[config.mk]
export PLATFORM = sky130hd
export DESIGN_NAME = hbmd_host
export DESIGN_NICKNAME = d
export VERILOG_FILES = /design/src/logic/hbmd_pkg.sv /design/src/logic/hbmd_host.sv /design/src/logic/hbmd_spi_shift.sv
export SDC_FILE = /design/constraint.sdc
export NUM_CORES = 1
export LEC_CHECK = 0
export BUFFER_PORTS_ARGS = -buffer_cell sky130_fd_sc_hd__buf_2
export CAP_MARGIN = 20
export CORE_UTILIZATION = 35
export CTS_CLUSTER_DIAMETER = 120
export CTS_CLUSTER_SIZE = 25
export DETAILED_ROUTE_END_ITERATION = 7
export MAX_ROUTING_LAYER = met4
export PLACE_DENSITY = 0.59
export SLEW_MARGIN = 20
export SYNTH_ARGS = -nofsm -noshare
export SYNTH_HDL_FRONTEND = slang
export SYNTH_SLANG_ARGS = --single-unit
[constraint.sdc]
create_clock -name i_sys_clk -period 2.01 [get_ports i_sys_clk]
set_input_delay 0.402 -clock i_sys_clk [delete_from_list [all_inputs] [get_ports i_sys_clk]]
set_output_delay 0.402 -clock i_sys_clk [all_outputs]
set_load 0.02 [all_outputs]
[src/logic/hbmd_pkg.sv]
// Shared constants, types and timing figures for the half-bridge mode host
package hbmd_pkg;

    // ------------------------------------------------------------
    // Clock and serial-port timing
    // ------------------------------------------------------------
    localparam int CLK_PERIOD_NS = 10;
    localparam int READY_TIME_MS = 1;
    localparam int SEL_HIGH_NS = 300;
    localparam int SEL_SETUP_NS = 25;
    localparam int SEL_HOLD_NS = 25;
    localparam int SCLK_PERIOD_NS = 100;
    localparam int SCLK_HIGH_NS = 50;
    localparam int SCLK_LOW_NS = 50;

    // Least times round up, never below one cycle
    function automatic int cyc_ceil(input int ns);
        int c;
        c = (ns + CLK_PERIOD_NS - 1) / CLK_PERIOD_NS;
        return (c < 1) ? 1 : c;
    endfunction : cyc_ceil

    localparam int READY_CYC = cyc_ceil(READY_TIME_MS * 1000000);
    localparam int SEL_HIGH_CYC = cyc_ceil(SEL_HIGH_NS);
    localparam int SCLK_HIGH_CYC = cyc_ceil(SCLK_HIGH_NS);
    localparam int SCLK_LOW_CYC = cyc_ceil(SCLK_LOW_NS);
    // Low phase already covers the setup need; taller of the two wins
    localparam int SEL_LEAD_CYC = (cyc_ceil(SEL_SETUP_NS) > SCLK_LOW_CYC) ?
                                  cyc_ceil(SEL_SETUP_NS) : SCLK_LOW_CYC;
    localparam int SEL_TAIL_CYC = cyc_ceil(SEL_HOLD_NS);
    localparam int QUIESCE_CYC = 2;
    localparam int CNT_W = 8;

    // ------------------------------------------------------------
    // Serial frame layout and mode field placement
    // ------------------------------------------------------------
    localparam int FRAME_W = 16;
    localparam logic FRAME_WRITE = 1'b0;
    localparam logic [5:0] MODE_REG_ADDR = 6'h06;
    localparam int PWM_MODE_LSB = 0;

    // ------------------------------------------------------------
    // Types
    // ------------------------------------------------------------
    typedef enum logic [1:0] {
        MODE_SIX = 2'b00,
        MODE_SIX_LIMIT = 2'b01,
        MODE_THREE = 2'b10,
        MODE_THREE_LIMIT = 2'b11
    } hbmd_mode_e;

    typedef struct packed {
        logic [2:0] high_side_input;
        logic [2:0] low_side_input;
    } hbmd_drive_s;

    localparam hbmd_drive_s DRIVE_OFF = '{high_side_input: 3'h0, low_side_input: 3'h0};

endpackage : hbmd_pkg

[src/logic/hbmd_host.sv]
// Host controller for a three-phase half-bridge stage: PWM inputs, mode writes, serial port
`timescale 1ns/1ns

// Function
// - Host forces every phase input low before and while changing the mode.
// - Host waits the serial readiness time after reset before any frame.
// - Host keeps select high at least the minimum time between frames.
// - Host serial clock meets minimum period and minimum high and low times.
module hbmd_host import hbmd_pkg::*; #(
    parameter int READY_WAIT_CYC = READY_CYC
) (
    // Clock and reset
    input wire logic i_sys_clk,
    input wire logic i_arst_n,
    // Requested phase drive from the commutation logic
    input wire hbmd_drive_s i_drive,
    // Mode change request
    input wire logic i_mode_valid,
    input wire hbmd_mode_e i_mode,
    // Raw serial frame request
    input wire logic i_xfer_valid,
    input wire logic [FRAME_W-1:0] i_xfer_word,
    // Status toward the user
    output logic o_link_ready,
    output logic o_busy,
    output logic o_xfer_done,
    output logic [FRAME_W-1:0] o_xfer_rdata,
    output hbmd_mode_e o_mode_active,
    output logic o_fault_seen,
    // Device pins
    output logic [2:0] o_high_side_input,
    output logic [2:0] o_low_side_input,
    output logic o_sclk,
    output logic o_sdi,
    output logic o_serial_select_n,
    input wire logic i_sdo,
    input wire logic i_fault_indicator_n
);

    // ------------------------------------------------------------
    // State and registers
    // ------------------------------------------------------------
    typedef enum logic [2:0] {
        ST_WAIT_READY = 3'b000,
        ST_IDLE = 3'b001,
        ST_QUIESCE = 3'b010,
        ST_MODE_XFER = 3'b011,
        ST_USER_XFER = 3'b100
    } hbmd_state_e;

    localparam int RDY_W = $clog2(READY_WAIT_CYC + 1);

    hbmd_state_e state_ff;
    hbmd_state_e nxt_state;
    logic [RDY_W-1:0] rdy_cnt_ff;
    logic [CNT_W-1:0] q_cnt_ff;
    logic ready_ff;
    logic start_ff;
    logic [FRAME_W-1:0] frame_ff;
    hbmd_mode_e mode_req_ff;
    hbmd_mode_e mode_act_ff;
    hbmd_drive_s drive_ff;
    hbmd_drive_s nxt_drive;
    logic fault_ff;
    logic done_ff;
    logic [FRAME_W-1:0] rdata_ff;
    logic busy_ff;

    // Engine wires
    logic sh_busy;
    logic sh_done;
    logic [FRAME_W-1:0] sh_rx;

    // ------------------------------------------------------------
    // Decode
    // ------------------------------------------------------------
    wire rdy_hit = (rdy_cnt_ff == RDY_W'(READY_WAIT_CYC - 1));
    wire q_zero = (q_cnt_ff == '0);
    wire can_issue = ready_ff && !sh_busy && !start_ff;
    wire take_mode = (state_ff == ST_IDLE) && i_mode_valid;
    wire take_xfer = (state_ff == ST_IDLE) && !i_mode_valid && i_xfer_valid && can_issue;
    wire quiet_done = (state_ff == ST_QUIESCE) && q_zero && can_issue;
    // Drive held off while the scheme may be in flux
    wire hold_off = (state_ff == ST_WAIT_READY) || (state_ff == ST_QUIESCE) ||
                    (state_ff == ST_MODE_XFER) || take_mode;
    wire [7:0] mode_data = 8'({6'h00, mode_req_ff} << PWM_MODE_LSB);
    wire [FRAME_W-1:0] mode_frame = {FRAME_WRITE, MODE_REG_ADDR, 1'b0, mode_data};

    assign nxt_drive = hold_off ? DRIVE_OFF : i_drive;

    always_comb begin
        nxt_state = state_ff;
        unique case (state_ff)
            ST_WAIT_READY: begin
                if (rdy_hit) begin
                    nxt_state = ST_IDLE;
                end
            end
            ST_IDLE: begin
                if (take_mode) begin
                    nxt_state = ST_QUIESCE;
                end else if (take_xfer) begin
                    nxt_state = ST_USER_XFER;
                end
            end
            ST_QUIESCE: begin
                if (quiet_done) begin
                    nxt_state = ST_MODE_XFER;
                end
            end
            ST_MODE_XFER, ST_USER_XFER: begin
                if (sh_done) begin
                    nxt_state = ST_IDLE;
                end
            end
            default: begin
                nxt_state = ST_WAIT_READY;
            end
        endcase
    end

    // ------------------------------------------------------------
    // Sequencing registers
    // ------------------------------------------------------------
    always_ff @(posedge i_sys_clk or negedge i_arst_n) begin
        if (!i_arst_n) begin
            state_ff <= ST_WAIT_READY;
            rdy_cnt_ff <= '0;
            ready_ff <= 1'b0;
            busy_ff <= 1'b1;
        end else begin
            state_ff <= nxt_state;
            // Same timing as a state decode, but the pin leaves a flop
            busy_ff <= (nxt_state != ST_IDLE);
            if (!ready_ff) begin
                rdy_cnt_ff <= rdy_cnt_ff + 1'b1;
                ready_ff <= rdy_hit;
            end
        end
    end

    // Quiet time counts from the cycle the inputs were first forced low
    always_ff @(posedge i_sys_clk or negedge i_arst_n) begin
        if (!i_arst_n) begin
            q_cnt_ff <= '0;
            mode_req_ff <= MODE_SIX;
        end else if (take_mode) begin
            q_cnt_ff <= CNT_W'(QUIESCE_CYC - 1);
            mode_req_ff <= i_mode;
        end else if (!q_zero) begin
            q_cnt_ff <= q_cnt_ff - 1'b1;
        end
    end

    always_ff @(posedge i_sys_clk or negedge i_arst_n) begin
        if (!i_arst_n) begin
            start_ff <= 1'b0;
            frame_ff <= '0;
        end else begin
            start_ff <= quiet_done || take_xfer;
            frame_ff <= quiet_done ? mode_frame : i_xfer_word;
        end
    end

    // ------------------------------------------------------------
    // Results and pins
    // ------------------------------------------------------------
    // Active mode only updates once the write frame has closed
    always_ff @(posedge i_sys_clk or negedge i_arst_n) begin
        if (!i_arst_n) begin
            mode_act_ff <= MODE_SIX;
            done_ff <= 1'b0;
            rdata_ff <= '0;
            drive_ff <= DRIVE_OFF;
            fault_ff <= 1'b0;
        end else begin
            if (state_ff == ST_MODE_XFER && sh_done) begin
                mode_act_ff <= mode_req_ff;
            end
            done_ff <= (state_ff == ST_USER_XFER) && sh_done;
            if ((state_ff == ST_USER_XFER) && sh_done) begin
                rdata_ff <= sh_rx;
            end
            drive_ff <= nxt_drive;
            fault_ff <= !i_fault_indicator_n;
        end
    end

    assign o_link_ready = ready_ff;
    assign o_busy = busy_ff;
    assign o_xfer_done = done_ff;
    assign o_xfer_rdata = rdata_ff;
    assign o_mode_active = mode_act_ff;
    assign o_fault_seen = fault_ff;
    assign o_high_side_input = drive_ff.high_side_input;
    assign o_low_side_input = drive_ff.low_side_input;

    hbmd_spi_shift #(
        .WORD_W(FRAME_W)
    ) u_shift (
        .i_sys_clk(i_sys_clk),
        .i_arst_n(i_arst_n),
        .i_start(start_ff),
        .i_tx_word(frame_ff),
        .o_busy(sh_busy),
        .o_done(sh_done),
        .o_rx_word(sh_rx),
        .o_sclk(o_sclk),
        .o_sdi(o_sdi),
        .o_serial_select_n(o_serial_select_n),
        .i_sdo(i_sdo)
    );

    // ------------------------------------------------------------
    // Checks
    // ------------------------------------------------------------
    logic [RDY_W-1:0] since_rst_ff;
    always_ff @(posedge i_sys_clk or negedge i_arst_n) begin
        if (!i_arst_n) begin
            since_rst_ff <= '0;
        end else if (since_rst_ff != RDY_W'(READY_WAIT_CYC)) begin
            since_rst_ff <= since_rst_ff + 1'b1;
        end
    end
endmodule : hbmd_host

[src/logic/hbmd_spi_shift.sv]
// Serial frame engine: select, clock pacing, shift and inter-frame gap
`timescale 1ns/1ns
module hbmd_spi_shift import hbmd_pkg::*; #(
    parameter int WORD_W = FRAME_W
) (
    // Clock and reset
    input wire logic i_sys_clk,
    input wire logic i_arst_n,
    // Frame request and result
    input wire logic i_start,
    input wire logic [WORD_W-1:0] i_tx_word,
    output logic o_busy,
    output logic o_done,
    output logic [WORD_W-1:0] o_rx_word,
    // Serial pins
    output logic o_sclk,
    output logic o_sdi,
    output logic o_serial_select_n,
    input wire logic i_sdo
);

    typedef enum logic [2:0] {
        SH_IDLE = 3'b000,
        SH_LEAD = 3'b001,
        SH_HIGH = 3'b010,
        SH_LOW = 3'b011,
        SH_TAIL = 3'b100,
        SH_GAP = 3'b101
    } hbmd_sh_e;

    hbmd_sh_e state_ff;
    logic [CNT_W-1:0] cnt_ff;
    logic [$clog2(WORD_W)-1:0] bits_ff;
    logic [WORD_W-1:0] tx_ff;
    logic [WORD_W-1:0] rx_ff;
    logic sclk_ff;
    logic sdi_ff;
    logic sel_n_ff;
    logic done_ff;

    wire cnt_zero = (cnt_ff == '0);
    wire last_bit = (bits_ff == '0);

    assign o_busy = (state_ff != SH_IDLE);
    assign o_done = done_ff;
    assign o_rx_word = rx_ff;
    assign o_sclk = sclk_ff;
    assign o_sdi = sdi_ff;
    assign o_serial_select_n = sel_n_ff;

    // ------------------------------------------------------------
    // Frame sequencer
    // ------------------------------------------------------------
    // Data leaves on the rising edge, both sides sample on the falling one
    always_ff @(posedge i_sys_clk or negedge i_arst_n) begin
        if (!i_arst_n) begin
            state_ff <= SH_IDLE;
            cnt_ff <= '0;
            bits_ff <= '0;
            tx_ff <= '0;
            rx_ff <= '0;
            sclk_ff <= 1'b0;
            sdi_ff <= 1'b0;
            sel_n_ff <= 1'b1;
            done_ff <= 1'b0;
        end else begin
            done_ff <= 1'b0;
            if (state_ff != SH_IDLE && !cnt_zero) begin
                cnt_ff <= cnt_ff - 1'b1;
            end
            unique case (state_ff)
                SH_IDLE: begin
                    if (i_start) begin
                        sel_n_ff <= 1'b0;
                        tx_ff <= i_tx_word;
                        sdi_ff <= i_tx_word[WORD_W-1];
                        cnt_ff <= CNT_W'(SEL_LEAD_CYC - 1);
                        state_ff <= SH_LEAD;
                    end
                end
                SH_LEAD: begin
                    if (cnt_zero) begin
                        sclk_ff <= 1'b1;
                        bits_ff <= ($clog2(WORD_W))'(WORD_W - 1);
                        cnt_ff <= CNT_W'(SCLK_HIGH_CYC - 1);
                        state_ff <= SH_HIGH;
                    end
                end
                SH_HIGH: begin
                    if (cnt_zero) begin
                        sclk_ff <= 1'b0;
                        rx_ff <= {rx_ff[WORD_W-2:0], i_sdo};
                        tx_ff <= {tx_ff[WORD_W-2:0], 1'b0};
                        bits_ff <= bits_ff - 1'b1;
                        cnt_ff <= last_bit ? CNT_W'(SEL_TAIL_CYC - 1) : CNT_W'(SCLK_LOW_CYC - 1);
                        state_ff <= last_bit ? SH_TAIL : SH_LOW;
                    end
                end
                SH_LOW: begin
                    if (cnt_zero) begin
                        sclk_ff <= 1'b1;
                        sdi_ff <= tx_ff[WORD_W-1];
                        cnt_ff <= CNT_W'(SCLK_HIGH_CYC - 1);
                        state_ff <= SH_HIGH;
                    end
                end
                SH_TAIL: begin
                    if (cnt_zero) begin
                        sel_n_ff <= 1'b1;
                        done_ff <= 1'b1;
                        cnt_ff <= CNT_W'(SEL_HIGH_CYC - 1);
                        state_ff <= SH_GAP;
                    end
                end
                SH_GAP: begin
                    if (cnt_zero) begin
                        state_ff <= SH_IDLE;
                    end
                end
                default: begin
                    state_ff <= SH_IDLE;
                end
            endcase
        end
    end

    // ------------------------------------------------------------
    // Checks
    // ------------------------------------------------------------
    logic [CNT_W-1:0] hi_run_ff;
    always_ff @(posedge i_sys_clk or negedge i_arst_n) begin
        if (!i_arst_n) begin
            hi_run_ff <= '1;
        end else if (!sel_n_ff) begin
            hi_run_ff <= '0;
        end else if (hi_run_ff != '1) begin
            hi_run_ff <= hi_run_ff + 1'b1;
        end
    end
endmodule : hbmd_spi_shift
---- Word level (Yosys, flattened, before mapping) ----
Index checks and enable logic that the tools add are counted.
storage, ports and cells
  output and inout bits ................... 31
  bits of input ports ..................... 30
  flip-flop bits (word level) ............. 126
operators by class
  equal/unequal tests ..................... 19
  reduce and logical (&&, ||, !) cells .... 40
  add/sub/neg operators ................... 4
  mux-type cells .......................... 41
operator list
  kind                                                                     number
  8-bit two-way mux                                                        7
  16-bit two-way mux                                                       3
  3-bit two-way mux                                                        12
  16-bit one-hot mux with 2 select lines                                   1
  8-bit one-hot mux with 4 select lines                                    1
  17-bit by 1-bit adder with 17-bit output, second input constant          1
  17-bit == test, second input constant                                    1
  8-bit zero test                                                          2
  8-bit by 1-bit subtractor with 8-bit output, second input constant       2
  3-bit one-hot mux with 5 select lines                                    1
  3-bit AND reduction                                                      5
  2-bit by 1-bit inequality test with 1-bit output, second input constant  7
  3-bit by 2-bit == test with 1-bit output, second input constant          4
  3-bit one-hot mux with 4 select lines                                    1
  1-bit logical AND                                                        11
  2-bit nonzero test                                                       5
  3-bit == test, second input constant                                     3
  1-bit two-way mux                                                        8
  4-bit two-way mux                                                        2
  4-bit one-hot mux with 2 select lines                                    1
  3-bit by 1-bit == test with 1-bit output, second input constant          2
  3-bit zero test                                                          2
  6-bit two-way mux                                                        1
  1-bit one-hot mux with 2 select lines                                    3
  other kinds (10)                                                         18

---- Longest topological paths before layout ----
Gate-level depths: netlist of run 1.
  depth in word-level cells ............... 9
  gate-level depth with buffers ........... 8
  mapped depth without buffers ............ 6

---- By module ----
Synthesis of run 1 repeated with hierarchy kept, for this count alone.
second synthesis, totals
  cell total of the unflattened synthesis .. 500
  area, all modules ....................... 5,541.6 µm²
by module, submodules not included
  module          cells an instance  times used  area an instance (µm²)  seq. area each (µm²)
  hbmd_host       235                1           3,045.4                 1,878.1
  hbmd_spi_shift  265                1           2,496.1                 1,277.5

---- Worst setup path after synthesis of run 1 ----
No wires, ideal clock.
  path type ............................... register to register
  from .................................... reg u_shift.cnt_ff[0]
  to ...................................... reg u_shift.tx_ff[10]
  cell stages (with the launch flop) ...... 8
  clock period less this slack ............ 2.105 ns
  slack ................................... -0.095 ns
  library setup time ...................... 0.125 ns
  data required time ...................... 1.885 ns
  arrival ................................. 1.980 ns
  cell sequence ........................... dfrtp_1 inv_1 ha_1 nor4b_4 a31oi_2 nor3_4 buf_12 mux2_4
between the ends
  cells in the longest elaborated chain, start to end .. 3
ends and longest elaborated chain
  element                                                            RTL line              RTL
  from (decl)                                                        hbmd_spi_shift.sv:32  logic [CNT_W-1:0] cnt_ff;
  from (signal assigned)                                             hbmd_spi_shift.sv:69  cnt_ff <= cnt_ff - 1'b1;
  from (signal assigned)                                             hbmd_spi_shift.sv:77  cnt_ff <= CNT_W'(SEL_LEAD_CYC - 1);
  from (signal assigned)                                             hbmd_spi_shift.sv:85  cnt_ff <= CNT_W'(SCLK_HIGH_CYC - 1);
  8-bit zero test                                                    hbmd_spi_shift.sv:41  wire cnt_zero = (cnt_ff == '0);
  2-bit by 1-bit inequality test with 1-bit output (no source line)  --
  3-bit AND reduction (no source line)                               --
  to (signal assigned)                                               hbmd_spi_shift.sv:75  tx_ff <= i_tx_word;
  to (signal assigned)                                               hbmd_spi_shift.sv:93  tx_ff <= {tx_ff[WORD_W-2:0], 1'b0};
  to (decl)                                                          hbmd_spi_shift.sv:34  logic [WORD_W-1:0] tx_ff;
No other way between the ends.
A chain may end at the register's enable or synchronous reset.

---- Worst setup path in the final report of run 1 ----
  from .................................... reg u_shift.cnt_ff[0]
  to ...................................... reg u_shift.rx_ff[10], in the netlist u_shift.o_rx_word[10]
between the ends
  cells in the longest elaborated chain, start to end .. 2
ends and longest elaborated chain
  element                               RTL line              RTL
  8-bit zero test                       hbmd_spi_shift.sv:41
  2-bit AND reduction (no source line)  --
  to (signal assigned)                  hbmd_spi_shift.sv:92  rx_ff <= {rx_ff[WORD_W-2:0], i_sdo};
  to (decl)                             hbmd_spi_shift.sv:35  logic [WORD_W-1:0] rx_ff;
No other way between the ends.

==> flow_summary.ini, run 1 <==
[placed_design]
dp_hpwl_um = 8260
globalplace.congestion = 0.928
dp_slack_ns = 0.00353
port_buffers = 60

[hold_path]
whs_path_depth = 2
holdCritPathClass = in -> reg

[final_layout]
layout_common_cells = dfrtp_1 (123), buf_2 (59), mux2_2 (49)
antenna_cells = 0
fillers = 1499
nets = 600
final_common_cell = dfrtp_1
area_delta_synth_final_pct = 23.9
drive_gt1_frac = 0.377

[clock_tree]
clkLatencyLatePin_ns = 0.42
cts_buffer_depth = 2
cts-htree-levels = 4
cts-buffers-inserted = 17
clkTransAtPathRegs_ns = 0.06
cts_root_buf = clkbuf_16
cts_tree = done
cts_sinks = 126

[synthesis]
synth_area_mm2 = 0.00580
synth-seq-cells = 126
syn_area_per_cell_um2 = 12.2
mappedNetlistNets = 509
syn_inst = 474
async_flop_share = 1.00
ys_seq_area_frac = 0.544
synth-edff-count = 0
ys.warnings.count = 0
synth_cell_types = 64
synthFlopType = dfrtp_1

[detailed_routing]
drc_errors = 0
wirelength_um = 12000
vias_per_cell = 4.97
wl_per_cell_um = 15.1
vias = 3943
dr.pass1.iters = 4
detailedRoute.firstIterationViolations = 211
ant_nets = 0

[die]
core_mm2 = 0.0160
start_util = 0.362
die_w_um = 131
fp.dieArea_mm2 = 0.0171
ioPinCount = 61
dieHeight_um = 131
fp-row-count = 46

[sta]
fin_crit_ns = 1.97
maxSlewHeadroom = 0.663
fin_skew_ns = 0.00927
drv_slew = 0
finalHoldViolCount = 0
rsz0062_at_grt = yes
fmax_mhz = 507
finalCritPeriodShare = 0.981
tightest_slew_ns = 0.505
setup_violations = 0
fin_ws_ns = 0.0384

[critical_path]
endpoint_kind = register
startpoint_type = register
crit_type = reg -> reg
crit_required_ns = 2.31
reg2reg_to = u_shift.o_rx_word[10]$_DFFE_PN0P_
arrival_ns = 2.28
worstSetupEndpoint = u_shift.o_rx_word[10]$_DFFE_PN0P_
r2r_slack_ns = 0.04
cp-startpoint = u_shift.cnt_ff[0]$_DFF_PN0_
crit_path_max_fanout = 19
r2r_cells = 6
r2r-start = u_shift.cnt_ff[0]$_DFF_PN0_

[grt]
overflow = 0
track_usage = 0.159
antenna_found_initial = 0
grt_busiest_layer = met2
met3_usage = 0.0460
met1_usage = 0.204
grt_use_met2 = 0.231
grt_max_degree = 38
grt_pass1_vias = 3975
grt_first_pass_wirelength_um = 20000

[power_and_ir_drop]
leakagePower_uw = 0.00338
powerDensity_mw_per_mm2 = 784
ir_drop_uv = 588
p_total_uw = 5630

[run]
max_cap_viol_count = 0

[status]
status = finished clean
==> state kept, by name (all words and copies together), names as in the netlist <==
| signal | flops |
|---|---|
| frame_ff | 16 |
| mode_req_ff | 2 |
| o_busy | 1 |
| o_fault_seen | 1 |
| o_high_side_input | 3 |
| o_link_ready | 1 |
| o_low_side_input | 3 |
| o_mode_active | 2 |
| o_xfer_done | 1 |
| o_xfer_rdata | 16 |
| q_cnt_ff | 8 |
| rdy_cnt_ff | 17 |
| start_ff | 1 |
| state_ff | 3 |
| u_shift.bits_ff | 4 |
| u_shift.cnt_ff | 8 |
| u_shift.o_done | 1 |
| u_shift.o_rx_word | 16 |
| u_shift.o_sclk | 1 |
| u_shift.o_sdi | 1 |
| u_shift.o_serial_select_n | 1 |
| u_shift.state_ff | 3 |
| u_shift.tx_ff | 16 |
==> critical path, cell delays in order (launching register included) <==
cell and delay [ns]:
dfrtp_1 0.42, inv_2 0.10, ha_4 0.15, or4b_4 0.52, nor2_8 0.18, nand2_8 0.15, mux2_4 0.33
==> per-stage QoR <==
step	instances	setup TNS (ns)	util	area (um2)	hold WS [ns]
6_report	794	0	0.449	7180	0.113
5_1_grt	794	-0.156	0.449	7180	0.105
4_1_cts	791	0	0.445	7110	0.0937
3_5_place_dp	758	0	0.407	6520	0.408
3_3_place_gp	758	0	0.407	6520	0.416
2_1_floorplan	474	-0.663	-	5810	0.106
==> report_power, final <==
part	switching [uW]	internal (uW)
combinational	66.8	46.5
clock	1200	1750
sequential	8.61	2560
total	1280	4360
==> Yosys cell counts (4+ instances only) <==
| cell | count | area share |
|---|---|---|
| and3_1 | 5 | 0.0054 |
| and2_1 | 15 | 0.016 |
| mux2_2 | 55 | 0.11 |
| o22ai_1 | 5 | 0.0054 |
| inv_1 | 15 | 0.0097 |
| a31oi_1 | 4 | 0.0043 |
| dfrtp_1 | 124 | 0.54 |
| mux2_4 | 16 | 0.041 |
| or3_1 | 7 | 0.0076 |
| nand3_1 | 16 | 0.014 |
| nand4_1 | 7 | 0.0076 |
| o21ai_0 | 11 | 0.0095 |
| nor2_1 | 27 | 0.017 |
| xnor2_1 | 13 | 0.020 |
| xor2_1 | 8 | 0.012 |
| a21oi_1 | 17 | 0.015 |
| clkbuf_1 | 9 | 0.0058 |
| buf_2 | 5 | 0.0043 |
| nand2_1 | 16 | 0.010 |
| nand2b_1 | 7 | 0.0076 |
| nor2b_1 | 13 | 0.014 |
| nor3_1 | 10 | 0.0086 |
| ha_1 | 5 | 0.011 |
==> metal layers <==
layer,share of wire,vias to the layer above
met4,0.018,0
met2,0.48,101
li1,-,1878
met3,0.045,19
met1,0.46,1945
met5,0,-
==> layout make-up <==
type | instances | area, um2 | share of cell area
repair buffers | 92 | 591 | 0.0822
inverters | 15 | 56.3 | 0.00784
clock inverters | 14 | 133 | 0.0185
multi-input cells | 313 | 2540 | 0.353
well taps | 216 | 270 | 0.0376
flip-flops and latches | 126 | 3160 | 0.439
clock buffers | 18 | 439 | 0.0611
==> repair_timing <==
item                                    CTS  global route
endpoints found under the hold margin    29             0
endpoints found under the setup margin   10            37
resized for setup                         3            13
pin swaps                                 0             3
buffers inserted                          0             3
hold buffers                              1             0
==> how the worst min path moves through the flow <==
stage / start / end
floorplan: i_arst_n / frame_ff[0]$_DFF_PN0_
global placement: i_arst_n / u_shift.o_rx_word[6]$_DFFE_PN0P_
detailed placement: i_arst_n / u_shift.o_rx_word[6]$_DFFE_PN0P_
CTS: i_fault_indicator_n / o_fault_seen$_DFF_PN0_
global route: i_fault_indicator_n / o_fault_seen$_DFF_PN0_
finish: i_fault_indicator_n / o_fault_seen$_DFF_PN0_
==> cells by family (layout without fill, tap and decap cells) <==
| group | count (synthesis) | in the layout | share of synthesized area |
|---|---|---|---|
| XOR/XNOR | 21 | 21 | 0.0317 |
| AND/OR/NAND/NOR | 152 | 152 | 0.160 |
| flip-flops | 126 | 126 | 0.544 |
| buffers and inverters | 35 | 139 | 0.0306 |
| multiplexers | 74 | 74 | 0.153 |
| adder cells (fa/ha/maj) | 5 | 5 | 0.0108 |
| AO/OA/AOI/OAI | 61 | 61 | 0.0691 |
Note: power is estimated with default switching activity, not from simulation.
==> inputs of run 2 (changes only) <==
CTS_CLUSTER_DIAMETER = unset   (was 120)
PLACE_DENSITY = 0.57   (was 0.59)
SYNTH_HIERARCHICAL = 1   (was unset)
clock period = 2.4 ns   (was 2.01 ns; I/O delays follow)
==> run 2 against run 1 <==
Cell count rose by 0.50%. Sequential power fell by 16%. Final area decreased by 5.9%. Synthesized cell count rose by 5.5%. Critical path depth unchanged. Count of clock-buffer cells in the layout grew 6. Routed wire length shrank 8.9%. Critical path type unchanged. Clock skew grew 0.0035 ns. Die area decreased by 4.4%. Non-clock buffer count shrank 19.
==> flow_summary.ini, run 2 <==
[status]
status = finished clean

[synthesis]
synthTopCellsByArea = dfrtp_1 (56%), nand2_1 (4.9%), mux2_1 (4.5%), mux2i_1 (2.9%), xnor2_1 (2.5%)
syn_area_per_cell_um2 = 11.1
synth_area_mm2 = 0.00554
ys.warnings.count = 6
synth_top_area_share = 0.560
yosysMostFrequentCell = dfrtp_1
synthFlopType = dfrtp_1
async_flop_share = 1.00
syn_inst = 500
synth_area_leader_cell = dfrtp_1
synth_cell_types = 67
ys_seq_area_frac = 0.569
mappedNetlistNets = 535
synth-seq-cells = 126
synthTopCellsByCount = dfrtp_1 (124), nand2_1 (73), nand3_1 (25), o21ai_0 (25), nor2_1 (24)
synth-edff-count = 0

[sta]
finalCritPeriodShare = 0.867
drv_slew = 0
tightest_slew_ns = 0.736
setup_violations = 0
rsz0062_at_grt = no
finalHoldViolCount = 0
fin_crit_ns = 2.08
setup_tns_ns = 0
fmax_mhz = 481
maxSlewHeadroom = 0.505
fin_skew_ns = 0.0128

[grt]
grt_max_degree = 127
overflow = 0
grt_pass1_vias = 3849
antenna_found_initial = 1
grt_first_pass_wirelength_um = 18800
track_usage = 0.150

[power_and_ir_drop]
ir_drop_uv = 465
powerDensity_mw_per_mm2 = 717
pwr-share-clk = 0.538
p_seq_frac = 0.444
p_int_uw = 3930
p_sw_uw = 913
p_sw_frac = 0.188
p_comb_frac = 0.018
leakagePower_uw = 0.00329

[detailed_routing]
drc_errors = 0
vias = 3967
wl_per_cell_um = 13.7
vias_per_cell = 4.97
wirelength_um = 10900
dr.pass1.iters = 4
detailedRoute.firstIterationViolations = 249
ant_nets = 0

[final_layout]
area_delta_synth_final_pct = 22.0
fillers = 1450
layout_common_cells = dfrtp_1 (124), nand2_1 (73), buf_2 (59)
largest_register_ffs = 17
final_common_cell = dfrtp_1
drive_gt1_frac = 0.208
top_register = rdy_cnt_ff
nets = 608
fin_util = 0.441

[critical_path]
r2r_slack_ns = 0.32
crit_required_ns = 2.69
r2r-start = u_shift/cnt_ff[0]$_DFF_PN0_
r2r_cells = 6
arrival_ns = 2.37
crit_type = reg -> reg
endpoint_kind = register
reg2reg_to = u_shift/o_sdi$_DFFE_PN0P_
startpoint_type = register
crit_path_max_fanout = 6

[hold_path]
holdCritPathClass = in -> async

[clock_tree]
cts-htree-levels = 4
post_cts_buffers = 0
cts_buffer_depth = 2
ctsResizeCount = 0
cts-buffers-inserted = 17
holdBufCountCts = 0
cts_sinks = 126
cts_root_buf = clkbuf_16
clkLatencyLatePin_ns = 0.41
clkTransAtPathRegs_ns = 0.05
cts_tree = done

[die]
die_w_um = 128
core_mm2 = 0.0153
fp.dieArea_mm2 = 0.0163
start_util = 0.362
fp-row-count = 45
ioPinCount = 61
dieHeight_um = 128

[run]
max_cap_viol_count = 0

[placed_design]
dp_hpwl_um = 7460
port_buffers = 60
globalplace.congestion = 0.861
[run 2: cell count changes after synthesis, sizes merged, moves of 4 or more]
cell   delta
a21oi     -5
nand3     +8
or3       -4
nand2    +56
o21ai    +17
nor3b     +5
mux2     -48
mux2i    +13
nor3      -5
o22ai     -5
[run 2: per-stage QoR]
step	worst slack [ns]	hold slack [ns]	area (um2)	total power, uW	std cells
after global routing	0.153	0.207	6760	5030	798
final	0.319	0.158	6760	4850	798
after global placement	0.364	0.454	6160	2280	765
after detailed placement	0.320	0.466	6160	2280	765
after CTS	0.313	0.197	6760	4910	797
after floorplan	0.431	0.184	5540	2200	500
[run 2: metal layers]
| layer | GRT usage | up-vias | part of all wire |
|---|---|---|---|
| met2 | 0.234 | 85 | 0.47 |
| li1 | - | 1898 | - |
| met4 | 0.0484 | 0 | 0.012 |
| met5 | - | - | 0 |
| met1 | 0.189 | 1969 | 0.47 |
| met3 | 0.0413 | 15 | 0.042 |
[run 2: cell families (layout without fill, tap and decap cells)]
| kind of cell | Yosys count | count (layout) | synth area share |
|---|---|---|---|
| mux | 39 | 39 | 0.0756 |
| flops | 126 | 126 | 0.569 |
| compound gates | 67 | 67 | 0.0774 |
| xor+xnor | 23 | 23 | 0.0364 |
| buf+inv | 32 | 118 | 0.0237 |
| simple gates | 208 | 208 | 0.206 |
| other cells | 0 | 1 | 0 |
| fa+ha+maj | 5 | 5 | 0.0113 |
[run 2: worst max path at each step]
stage	end	from	cells after the start	slack, ns
2_1_floorplan	frame_ff[12]$_DFF_PN0_	u_shift/state_ff[2]$_DFFE_PN0P_	6	0.43
3_3_place_gp	u_shift/o_sdi$_DFFE_PN0P_	u_shift/cnt_ff[0]$_DFF_PN0_	6	0.36
3_5_place_dp	u_shift/o_sdi$_DFFE_PN0P_	u_shift/cnt_ff[0]$_DFF_PN0_	6	0.32
4_1_cts	u_shift/o_sdi$_DFFE_PN0P_	u_shift/cnt_ff[0]$_DFF_PN0_	6	0.31
5_1_grt	u_shift/state_ff[0]$_DFFE_PN0P_	u_shift/cnt_ff[0]$_DFF_PN0_	6	0.15
6_report	u_shift/o_sdi$_DFFE_PN0P_	u_shift/cnt_ff[0]$_DFF_PN0_	6	0.32
[run 2: cell type report]
| class | count | area [um2] | area share |
|---|---|---|---|
| multi-input cells | 342 | 2270 | 0.336 |
| well taps | 211 | 264 | 0.0391 |
| flip-flops and latches | 126 | 3160 | 0.467 |
| inverters | 13 | 48.8 | 0.00722 |
| clock inverters | 8 | 140 | 0.0207 |
| clock buffers | 24 | 462 | 0.0683 |
| diodes | 1 | 2.50 | 0.000370 |
| repair buffers | 73 | 413 | 0.0611 |
[run 2: power groups by stage]
stage | Clock, uW | Sequential [uW] | Combinational, uW
CTS | 2670 | 2150 | 90.4
detailed placement | 0 | 2190 | 90.2
floorplan | 0 | 2190 | 14.8
finish | 2610 | 2150 | 85.5
global route | 2770 | 2150 | 100
global placement | 0 | 2190 | 88.4
[run 2: critical path, stage by stage, from the launching register on]
cell and delay [ns]:
dfrtp_1 0.41, inv_1 0.07, ha_1 0.23, or4b_1 0.47
or4_4 0.46, o32ai_2 0.26, nor2_1 0.06
